## src/wdt_defs.vh

```
`ifndef WDT_DEFS_VH
`define WDT_DEFS_VH

`define OFS_REFRESH      8'h00
`define OFS_CONTROL      8'h04
`define OFS_STATUS       8'h08
`define OFS_RESET_CTRL   8'h0C
`define OFS_COUNT_STOP   8'h10

`define CTL_TOPS_LO      0
`define CTL_DIV_LO       4
`define CTL_RPES_LO      8
`define CTL_RPSS_LO      12
`define CTL_RESET_VAL    16'h33F3
`define CTL_WMASK        16'h33F3

`define ST_UNDERFLOW_BIT 14
`define ST_REFERR_BIT    15

`define BOOT_TOPS_LO     0
`define BOOT_DIV_LO      2
`define BOOT_RPES_LO     6
`define BOOT_RPSS_LO     8
`define BOOT_RSTIRQ_BIT  10
`define BOOT_CSTOP_BIT   11

`define DIV_1            4'h0
`define DIV_16           4'h2
`define DIV_32           4'h3
`define DIV_64           4'h4
`define DIV_256          4'h5
`define DIV_128          4'hF

`define TOUT_0           14'h03FF
`define TOUT_1           14'h0FFF
`define TOUT_2           14'h1FFF
`define TOUT_3           14'h07FF

`define REFRESH_ARM      8'h00
`define REFRESH_FIRE     8'hFF

`define RESP_OKAY        2'b00
`define RESP_SLVERR      2'b10

`endif

```

## src/wdt_prescaler.v

```verilog
`timescale 1ns/1ps
`default_nettype none
module wdt_prescaler #(
  parameter WIDTH = 8
) (
  input  wire       core_clk,
  input  wire       nrst,
  input  wire       clear,
  input  wire       src_tick,
  input  wire [3:0] divide_select,
  output reg        count_tick
);
`include "wdt_defs.vh"

  reg [WIDTH-1:0] div_cnt_reg;

  // Ratio minus one; unknown codes fall back to no division.
  function [WIDTH-1:0] div_limit;
    input [3:0] code;
    begin
      case (code)
        `DIV_16:  div_limit = 8'h0F;
        `DIV_32:  div_limit = 8'h1F;
        `DIV_64:  div_limit = 8'h3F;
        `DIV_128: div_limit = 8'h7F;
        `DIV_256: div_limit = 8'hFF;
        default:  div_limit = 8'h00;
      endcase
    end
  endfunction

  always @(posedge core_clk) begin
    if (!nrst || clear) begin
      div_cnt_reg <= {WIDTH{1'b0}};
      count_tick  <= 1'b0;
    end else if (src_tick) begin
      if (div_cnt_reg >= div_limit(divide_select)) begin
        div_cnt_reg <= {WIDTH{1'b0}};
        count_tick  <= 1'b1;
      end else begin
        div_cnt_reg <= div_cnt_reg + 1'b1;
        count_tick  <= 1'b0;
      end
    end else begin
      count_tick <= 1'b0;
    end
  end
endmodule
`default_nettype wire

```

## src/wdt_refresh_seq.v

```verilog
`timescale 1ns/1ps
`default_nettype none
module wdt_refresh_seq (
  input  wire       core_clk,
  input  wire       nrst,
  input  wire       wr_stb,
  input  wire [7:0] wr_byte,
  output reg        refresh
);
`include "wdt_defs.vh"

  reg armed_reg;

  always @(posedge core_clk) begin
    if (!nrst) begin
      armed_reg <= 1'b0;
      refresh   <= 1'b0;
    end else begin
      refresh <= 1'b0;
      if (wr_stb) begin
        // Any write other than the arming byte breaks the sequence.
        armed_reg <= (wr_byte == `REFRESH_ARM);
        if (armed_reg && wr_byte == `REFRESH_FIRE)
          refresh <= 1'b1;
      end
    end
  end
endmodule
`default_nettype wire

```

## src/independent_watchdog.v

```verilog
`timescale 1ns/1ps
`default_nettype none
// Notes on behaviour
// Timeout counter is a 14-bit down-counter on the prescaled clock.
// Prescaler divides the watchdog clock by 1, 16, 32, 64, 128 or 256.
// Divide codes 0,2,3,4,5,F in bits 7:4 give /1,/16,/32,/64,/256,/128.
// Auto-start mode counts down by itself once reset is released.
// Register-start mode: 00h then FFh refreshes, starting or reloading.
// Reset stops the counter and restores counter and registers.
// Register-start mode only: underflow or refresh error stops counting.
// Window positions split the period; refresh outside it is an error.
// Underflow or refresh error raises reset or interrupt, per select bit.
// Current counter value is readable in the status register.
// Counting halts in low-power states only when count-stop asks for it.
// Count-stop covers all low-power states; drives a count-stop output.
// Auto-start mode takes all settings from the boot option word.
// Register-start mode uses control, reset and count-stop registers.
// Separate event outputs for underflow and for refresh error.
// Three internal outputs: reset, interrupt and count-stop control.
// Only FFh directly after 00h counts as a refresh.
// Refresh error flag stays set until software writes zero to status.
module independent_watchdog (
  input  wire        core_clk,
  input  wire        nrst,
  input  wire        dedicated_watchdog_clock,
  input  wire        low_power_state,
  input  wire        auto_start_mode,
  input  wire [15:0] boot_option_word,
  input  wire [7:0]  s_axi_awaddr,
  input  wire        s_axi_awvalid,
  output wire        s_axi_awready,
  input  wire [31:0] s_axi_wdata,
  input  wire [3:0]  s_axi_wstrb,
  input  wire        s_axi_wvalid,
  output wire        s_axi_wready,
  output reg  [1:0]  s_axi_bresp,
  output reg         s_axi_bvalid,
  input  wire        s_axi_bready,
  input  wire [7:0]  s_axi_araddr,
  input  wire        s_axi_arvalid,
  output wire        s_axi_arready,
  output reg  [31:0] s_axi_rdata,
  output reg  [1:0]  s_axi_rresp,
  output reg         s_axi_rvalid,
  input  wire        s_axi_rready,
  output reg         reset_request,
  output reg         irq_request,
  output reg         underflow_event,
  output reg         refresh_error_event,
  output wire        count_stop_control
);
`include "wdt_defs.vh"
  localparam [15:0] ctl_wmask = `CTL_WMASK;

  // Asynchronous inputs pass two flip-flops before any logic reads them.
  reg [1:0]  wclk_sync_reg;
  reg        wclk_prev_reg;
  reg [1:0]  lp_sync_reg;
  reg [1:0]  mode_sync_reg;

  reg [15:0] control_reg;
  reg        reset_or_irq_select_reg;
  reg        low_power_count_stop_reg;
  reg        refresh_error_flag_reg;
  reg        underflow_flag_reg;
  reg [13:0] counter_reg;
  reg        counting_reg;
  reg        cfg_loaded_reg;
  reg        auto_mode_reg;

  reg        aw_held_reg;
  reg [7:0]  aw_addr_reg;
  reg        w_held_reg;
  reg [31:0] w_data_reg;
  reg [3:0]  w_strb_reg;

  wire       src_tick;
  wire       count_tick;
  wire       refresh;
  wire       wr_fire;
  wire       refresh_wr;
  wire       status_wr;

  reg  [3:0] divide_select;
  reg  [1:0] timeout_select;
  reg  [1:0] window_start_select;
  reg  [1:0] window_end_select;
  reg        reset_or_irq_select;
  reg        low_power_count_stop;
  reg [13:0] load_value;
  reg [13:0] quarter;
  reg [13:0] win_start_val;
  reg [13:0] win_end_val;
  reg        in_window;
  reg        halted;
  reg        underflow;
  reg        refresh_error;

  function [13:0] timeout_load;
    input [1:0] sel;
    begin
      case (sel)
        2'd0:    timeout_load = `TOUT_0;
        2'd1:    timeout_load = `TOUT_1;
        2'd2:    timeout_load = `TOUT_2;
        default: timeout_load = `TOUT_3;
      endcase
    end
  endfunction

  // Converts a 2-bit window position into a count threshold.
  function [13:0] window_pos;
    input [1:0]  sel;
    input [13:0] q;
    input [13:0] full;
    input        is_start;
    begin
      case (sel)
        2'd0:    window_pos = q + q + q;
        2'd1:    window_pos = q + q;
        2'd2:    window_pos = q;
        default: window_pos = is_start ? full : 14'h0000;
      endcase
    end
  endfunction

  // Left out of reset so the mode strap has settled by the time nrst rises.
  always @(posedge core_clk) begin
    wclk_sync_reg <= {wclk_sync_reg[0], dedicated_watchdog_clock};
    wclk_prev_reg <= wclk_sync_reg[1];
    lp_sync_reg   <= {lp_sync_reg[0], low_power_state};
    mode_sync_reg <= {mode_sync_reg[0], auto_start_mode};
  end

  assign src_tick = wclk_sync_reg[1] & ~wclk_prev_reg;

  // Boot settings in auto-start mode, software registers otherwise.
  always @* begin
    if (auto_mode_reg) begin
      divide_select        = boot_option_word[`BOOT_DIV_LO +: 4];
      timeout_select       = boot_option_word[`BOOT_TOPS_LO +: 2];
      window_start_select  = boot_option_word[`BOOT_RPSS_LO +: 2];
      window_end_select    = boot_option_word[`BOOT_RPES_LO +: 2];
      reset_or_irq_select  = boot_option_word[`BOOT_RSTIRQ_BIT];
      low_power_count_stop = boot_option_word[`BOOT_CSTOP_BIT];
    end else begin
      divide_select        = control_reg[`CTL_DIV_LO +: 4];
      timeout_select       = control_reg[`CTL_TOPS_LO +: 2];
      window_start_select  = control_reg[`CTL_RPSS_LO +: 2];
      window_end_select    = control_reg[`CTL_RPES_LO +: 2];
      reset_or_irq_select  = reset_or_irq_select_reg;
      low_power_count_stop = low_power_count_stop_reg;
    end
    load_value    = timeout_load(timeout_select);
    quarter       = {2'b00, load_value[13:2]};
    win_start_val = window_pos(window_start_select, quarter,
                               load_value, 1'b1);
    win_end_val   = window_pos(window_end_select, quarter,
                               load_value, 1'b0);
    in_window     = (counter_reg <= win_start_val) &&
                    (counter_reg > win_end_val);
    halted        = low_power_count_stop & lp_sync_reg[1];
    underflow     = counting_reg && count_tick && !halted &&
                    (counter_reg == 14'h0000);
    refresh_error = counting_reg && refresh && !in_window;
  end

  assign count_stop_control = low_power_count_stop;

  wdt_prescaler #(
    .WIDTH(8)
  ) wdt_prescaler_inst (
    .core_clk      (core_clk),
    .nrst          (nrst),
    .clear         (refresh),
    .src_tick      (src_tick),
    .divide_select (divide_select),
    .count_tick    (count_tick)
  );

  wdt_refresh_seq wdt_refresh_seq_inst (
    .core_clk (core_clk),
    .nrst     (nrst),
    .wr_stb   (refresh_wr),
    .wr_byte  (w_data_reg[7:0]),
    .refresh  (refresh)
  );

  // Counter; reset puts everything back to its initial value.
  always @(posedge core_clk) begin
    if (!nrst) begin
      counter_reg    <= 14'h3FFF;
      counting_reg   <= 1'b0;
      cfg_loaded_reg <= 1'b0;
      auto_mode_reg  <= 1'b0;
    end else if (!cfg_loaded_reg) begin
      // The strap is captured once, after the synchroniser has settled.
      cfg_loaded_reg <= 1'b1;
      auto_mode_reg  <= mode_sync_reg[1];
      if (mode_sync_reg[1])
        counter_reg  <= timeout_load(boot_option_word[`BOOT_TOPS_LO +: 2]);
      counting_reg   <= mode_sync_reg[1];
    end else if (refresh_error) begin
      counter_reg  <= load_value;
      counting_reg <= auto_mode_reg;
    end else if (refresh) begin
      counter_reg  <= load_value;
      counting_reg <= 1'b1;
    end else if (underflow) begin
      counter_reg  <= load_value;
      counting_reg <= auto_mode_reg;
    end else if (counting_reg && count_tick && !halted) begin
      counter_reg <= counter_reg - 1'b1;
    end
  end

  // Events and request outputs are one-cycle pulses.
  always @(posedge core_clk) begin
    if (!nrst) begin
      reset_request       <= 1'b0;
      irq_request         <= 1'b0;
      underflow_event     <= 1'b0;
      refresh_error_event <= 1'b0;
    end else begin
      underflow_event     <= underflow;
      refresh_error_event <= refresh_error;
      reset_request       <= (underflow | refresh_error) &
                             ~reset_or_irq_select;
      irq_request         <= (underflow | refresh_error) &
                             reset_or_irq_select;
    end
  end

  // AXI4-Lite write: address and data are held separately, either first.
  assign s_axi_awready = !aw_held_reg && !s_axi_bvalid;
  assign s_axi_wready  = !w_held_reg && !s_axi_bvalid;
  assign wr_fire       = aw_held_reg && w_held_reg && !s_axi_bvalid;
  assign refresh_wr    = wr_fire && aw_addr_reg == `OFS_REFRESH &&
                         w_strb_reg[0];
  assign status_wr     = wr_fire && aw_addr_reg == `OFS_STATUS;

  always @(posedge core_clk) begin
    if (!nrst) begin
      aw_held_reg  <= 1'b0;
      aw_addr_reg  <= 8'h00;
      w_held_reg   <= 1'b0;
      w_data_reg   <= 32'h0000_0000;
      w_strb_reg   <= 4'h0;
      s_axi_bvalid <= 1'b0;
      s_axi_bresp  <= `RESP_OKAY;
    end else begin
      if (s_axi_awvalid && s_axi_awready) begin
        aw_held_reg <= 1'b1;
        aw_addr_reg <= {s_axi_awaddr[7:2], 2'b00};
      end
      if (s_axi_wvalid && s_axi_wready) begin
        w_held_reg <= 1'b1;
        w_data_reg <= s_axi_wdata;
        w_strb_reg <= s_axi_wstrb;
      end
      if (wr_fire) begin
        aw_held_reg  <= 1'b0;
        w_held_reg   <= 1'b0;
        s_axi_bvalid <= 1'b1;
        case (aw_addr_reg)
          `OFS_REFRESH, `OFS_CONTROL, `OFS_STATUS,
          `OFS_RESET_CTRL, `OFS_COUNT_STOP:
            s_axi_bresp <= `RESP_OKAY;
          default:
            s_axi_bresp <= `RESP_SLVERR;
        endcase
      end else if (s_axi_bvalid && s_axi_bready) begin
        s_axi_bvalid <= 1'b0;
      end
    end
  end

  // Software registers. Settings are ignored while in auto-start mode.
  always @(posedge core_clk) begin
    if (!nrst) begin
      control_reg              <= `CTL_RESET_VAL;
      reset_or_irq_select_reg  <= 1'b0;
      low_power_count_stop_reg <= 1'b0;
    end else if (wr_fire && !auto_mode_reg) begin
      if (aw_addr_reg == `OFS_CONTROL) begin
        if (w_strb_reg[0])
          control_reg[7:0] <= w_data_reg[7:0] & ctl_wmask[7:0];
        if (w_strb_reg[1])
          control_reg[15:8] <= w_data_reg[15:8] & ctl_wmask[15:8];
      end
      if (aw_addr_reg == `OFS_RESET_CTRL && w_strb_reg[0])
        reset_or_irq_select_reg <= w_data_reg[0];
      if (aw_addr_reg == `OFS_COUNT_STOP && w_strb_reg[0])
        low_power_count_stop_reg <= w_data_reg[0];
    end
  end

  // Flags: a new event in the clearing cycle keeps the flag set.
  always @(posedge core_clk) begin
    if (!nrst) begin
      refresh_error_flag_reg <= 1'b0;
      underflow_flag_reg     <= 1'b0;
    end else begin
      if (refresh_error)
        refresh_error_flag_reg <= 1'b1;
      else if (status_wr && w_strb_reg[1] &&
               !w_data_reg[`ST_REFERR_BIT])
        refresh_error_flag_reg <= 1'b0;
      if (underflow)
        underflow_flag_reg <= 1'b1;
      else if (status_wr && w_strb_reg[1] &&
               !w_data_reg[`ST_UNDERFLOW_BIT])
        underflow_flag_reg <= 1'b0;
    end
  end

  // AXI4-Lite read: one data beat the cycle after the address is taken.
  assign s_axi_arready = !s_axi_rvalid;

  always @(posedge core_clk) begin
    if (!nrst) begin
      s_axi_rvalid <= 1'b0;
      s_axi_rdata  <= 32'h0000_0000;
      s_axi_rresp  <= `RESP_OKAY;
    end else if (s_axi_arvalid && s_axi_arready) begin
      s_axi_rvalid <= 1'b1;
      s_axi_rresp  <= `RESP_OKAY;
      case ({s_axi_araddr[7:2], 2'b00})
        `OFS_REFRESH:
          s_axi_rdata <= 32'h0000_00FF;
        `OFS_CONTROL:
          s_axi_rdata <= {16'h0000, control_reg};
        `OFS_STATUS:
          s_axi_rdata <= {16'h0000, refresh_error_flag_reg,
                          underflow_flag_reg, counter_reg};
        `OFS_RESET_CTRL:
          s_axi_rdata <= {31'h0000_0000, reset_or_irq_select_reg};
        `OFS_COUNT_STOP:
          s_axi_rdata <= {31'h0000_0000, low_power_count_stop_reg};
        default: begin
          s_axi_rdata <= 32'h0000_0000;
          s_axi_rresp <= `RESP_SLVERR;
        end
      endcase
    end else if (s_axi_rvalid && s_axi_rready) begin
      s_axi_rvalid <= 1'b0;
    end
  end
endmodule
`default_nettype wire

```

## config.mk

```make
export PLATFORM = sky130hd
export DESIGN_NAME = independent_watchdog
export DESIGN_NICKNAME = d
export VERILOG_FILES = /design/src/wdt_prescaler.v /design/src/wdt_refresh_seq.v /design/src/independent_watchdog.v
export VERILOG_INCLUDE_DIRS = /design/src
export SDC_FILE = /design/constraint.sdc
export NUM_CORES = 1
export LEC_CHECK = 0
export BUFFER_PORTS_ARGS = -buffer_cell sky130_fd_sc_hd__buf_4
export CORE_UTILIZATION = 23
export CTS_CLUSTER_DIAMETER = 50
export DETAILED_ROUTE_END_ITERATION = 8
export PLACE_DENSITY = 0.52
export RECOVER_POWER = 100
export SETUP_SLACK_MARGIN = 0.15
export SLEW_MARGIN = 40
export SYNTH_ARGS = -nofsm -noshare
export SYNTH_HDL_FRONTEND = slang
export SYNTH_SLANG_ARGS = --single-unit
```

## constraint.sdc

```tcl
create_clock -name core_clk -period 5.3 [get_ports core_clk]
set_input_delay 1.06 -clock core_clk [delete_from_list [all_inputs] [get_ports core_clk]]
set_output_delay 1.06 -clock core_clk [all_outputs]
set_load 0.005 [all_outputs]
```

==> metrics.csv <==
metric,value,unit
outcome,"finished, violations left",
violations,"design-rule violations, max-capacitance violations, max-slew violations",
cts_post_setup_buffers_inserted,0,
post_synth.cell_area_avg,8.51,um^2
clock.fmax,234,MHz
worst_skew_pair.late_latency,0.35,ns
setup-violations-final,0,
fp.dieArea,23300,um^2
pin_count_of_the_biggest_net_entering_global_routing,43,
critical_path.n_buffers_inverters,2,
synth-edff-count,0,
finish.cell_count_without_fillers,963,
synthArstFlopShare,0,%
synth_seq_area_share,37.2,%
fp.coreArea,22000,um^2
ys_ff_latch,97,
overflow,0,
worstPathRequired,5.58,ns
power.ir.vdd_worst,0.164,mV
detailedRoute.firstIterationViolations,287,
clkSlewWorstSetupHoldPaths,0.08,ns
timing.clock.skew,0.0103,ns
ff2ff_setup_slack,1.21,ns
routed-via-count,4411,
slowest_stage,sky130_fd_sc_hd__or4b_2,
place.port_buffers,77,
syn-instance-count,614,
synthesis.area,5220,um^2
fin_nets,797,
critical_path.top_delay_family,simple AND/OR/NAND/NOR gates,
worst_hold_slack,0.331,ns
tightest_slew,2.01,ns
clock_tree.root_cell,sky130_fd_sc_hd__clkbuf_16,
die_x,153,um
final-max-slew-violation-count,88,
floorplan.initialDensity,23.7,%
crit_top_cell,sky130_fd_sc_hd__ha_1,
layout_common_cells,"sky130_fd_sc_hd__dfxtp_1 (97), sky130_fd_sc_hd__nand2_1 (80), sky130_fd_sc_hd__nor2_1 (51), sky130_fd_sc_hd__a21oi_1 (46), sky130_fd_sc_hd__buf_4 (45)",
post_cts_hold_buffer_count,0,
largest_reg_flops,16,
syn2layout_area_growth,20.1,%
post_drt_via_cell_ratio,4.58,
postRouteWirelength,13.7,mm
hold_class,reg2reg,
gp_routability_congestion,0.768,
tns,0,ns
cts_tree,built,
critical_path.cell_chain,"clkbuf_4, mux2i_1, inv_1, ha_1, or2_2, ha_1, a21o_1, a211oi_1, or4b_2, o311ai_0, nand4_1, a21boi_0",
power.leakage,2.70,nW
antenna_left,0,
hold_viol_final,0,
cap_violations,3,
post_detailed_placement_half_perimeter_wirelength,10.4,mm
cell_area_power_density,267,nW/um^2
grtUsageTotal,12.1,%
cts-buffers-inserted,9,
crit_path_end_kind,flop,
cell_variety_after_synth,60,
mostFrequentLayoutCell,sky130_fd_sc_hd__dfxtp_1,
drt-wirelength-per-cell,14.2,um
worstSetupStartpointType,input pin,
cp_data_arrival_time,4.55,ns
share_of_layout_cells_above_drive_strength_1,14.9,%
antenna_found_initial,0,
antenna_cells,0,
timing.slew.headroom,-34.3,%
grt_pass1_vias,4092,
synth-warning-count,0,
grt_first_pass_wirelength,22.5,mm
rsz0062_at_grt,no,
numPlacedInstances,947,
timing_worst_setup_path_type,in2reg,
critical_path.max_stage_delay,0.61,ns
clkSinkCount,97,
clock_tree.htree_level_count,3,
detail_route.drc_violations,7,
placementRows,54,
period_needed,4.28,ns
critical_path.max_fanout,10,
cts-root-to-sink-buffers,2,
post_cts.resized_instances,0,
final_min_period_over_clock_period,80.7,%
drt-pass1-iter-count,8,
ys.flop_type,sky130_fd_sc_hd__dfxtp_1,
die_height,153,um
num_io_pins,124,
-- per-layer routing --
metal  up-vias  part of all wire (%)  routed length (um)  global-route usage (%)
met1      2000                    51                7010                    17.4
li1       2278                     -                   -                       -
met3        10                   5.6                 768                    2.67
met2       123                    42                5760                    18.2
met5         -                     0                   0                       0
met4         0                  0.96                 131                    2.84
-- cell type report --
| cell class | instances | area [um^2] |
|---|---|---|
| inverters | 31 | 116 |
| fillers | 2386 | 15800 |
| clock inverters | 6 | 78.8 |
| repair buffers | 79 | 578 |
| clock buffers | 10 | 239 |
| multi-input cells | 460 | 2970 |
| well taps | 280 | 350 |
| flip-flops and latches | 97 | 1940 |
-- synth_stat cells (8+ instances only) --
cell type	count	area, um^2
sky130_fd_sc_hd__nand4_1	11	68.8
sky130_fd_sc_hd__a221oi_1	8	70.1
sky130_fd_sc_hd__buf_4	20	150
sky130_fd_sc_hd__o21ai_0	13	65.1
sky130_fd_sc_hd__xor2_1	14	123
sky130_fd_sc_hd__inv_1	30	113
sky130_fd_sc_hd__ha_1	41	513
sky130_fd_sc_hd__a21oi_1	45	225
sky130_fd_sc_hd__dfxtp_1	97	1940
sky130_fd_sc_hd__nand2_1	80	300
sky130_fd_sc_hd__nor2b_1	9	56.3
sky130_fd_sc_hd__mux2i_1	24	240
sky130_fd_sc_hd__nand3_1	26	130
sky130_fd_sc_hd__clkbuf_1	20	75.1
sky130_fd_sc_hd__nor2_1	51	191
sky130_fd_sc_hd__nor4_1	9	56.3
-- worst paths after layout --
kind                                           from        endpoint  depth (start not counted)
worst min register to register       lp_sync_reg[0]  lp_sync_reg[1]                          0
worst max register to register        auto_mode_reg   reset_request                         11
worst max-delay path            boot_option_word[6]   reset_request                         12
worst min-delay path                 lp_sync_reg[0]  lp_sync_reg[1]                          0
-- power by group --
group / leakage (nW) / internal, mW / switching [mW]
logic: 1.75 / 0.0864 / 0.104
registers: 0.792 / 0.753 / 0.0280
clock network: 0.158 / 0.391 / 0.311
-- through the flow --
step                      setup slack (ns)  total power, mW  utilization [%]  instance area (um^2)
after detailed placement             0.656            0.992             27.2                  6000
after floorplan                       1.35            0.927                -                  5290
after global placement               0.706            0.990             27.2                  5990
after CTS                             1.02             1.70             28.7                  6320
after global routing                 0.726             1.75             28.5                  6270
final                                 1.02             1.67             28.5                  6270
-- cells by family (layout without fill, tap and decap cells) --
family          after synthesis  in the layout  synth area share, %
simple gates                229            229                 21.8
compound gates              128            128                 16.2
flops                        97             97                 37.2
buf+inv                      74            126                 6.78
fa+ha+maj                    41             41                 9.82
mux                          27             27                 5.25
xor+xnor                     17             17                 2.85
other cells                   1             18               0.0718
-- worst reg2reg max path: stages, from the launching register on --
cell and delay [ns]:
sky130_fd_sc_hd__dfxtp_1 0.54, sky130_fd_sc_hd__mux2i_1 0.49, sky130_fd_sc_hd__inv_1 0.14, sky130_fd_sc_hd__ha_1 0.35, sky130_fd_sc_hd__or2_2 0.34, sky130_fd_sc_hd__ha_1 0.29
sky130_fd_sc_hd__a21o_1 0.17, sky130_fd_sc_hd__a211oi_1 0.28, sky130_fd_sc_hd__or4b_2 0.61, sky130_fd_sc_hd__o311ai_0 0.24, sky130_fd_sc_hd__nand4_1 0.31, sky130_fd_sc_hd__a21boi_0 0.26
(Power assumes the default switching activity.)
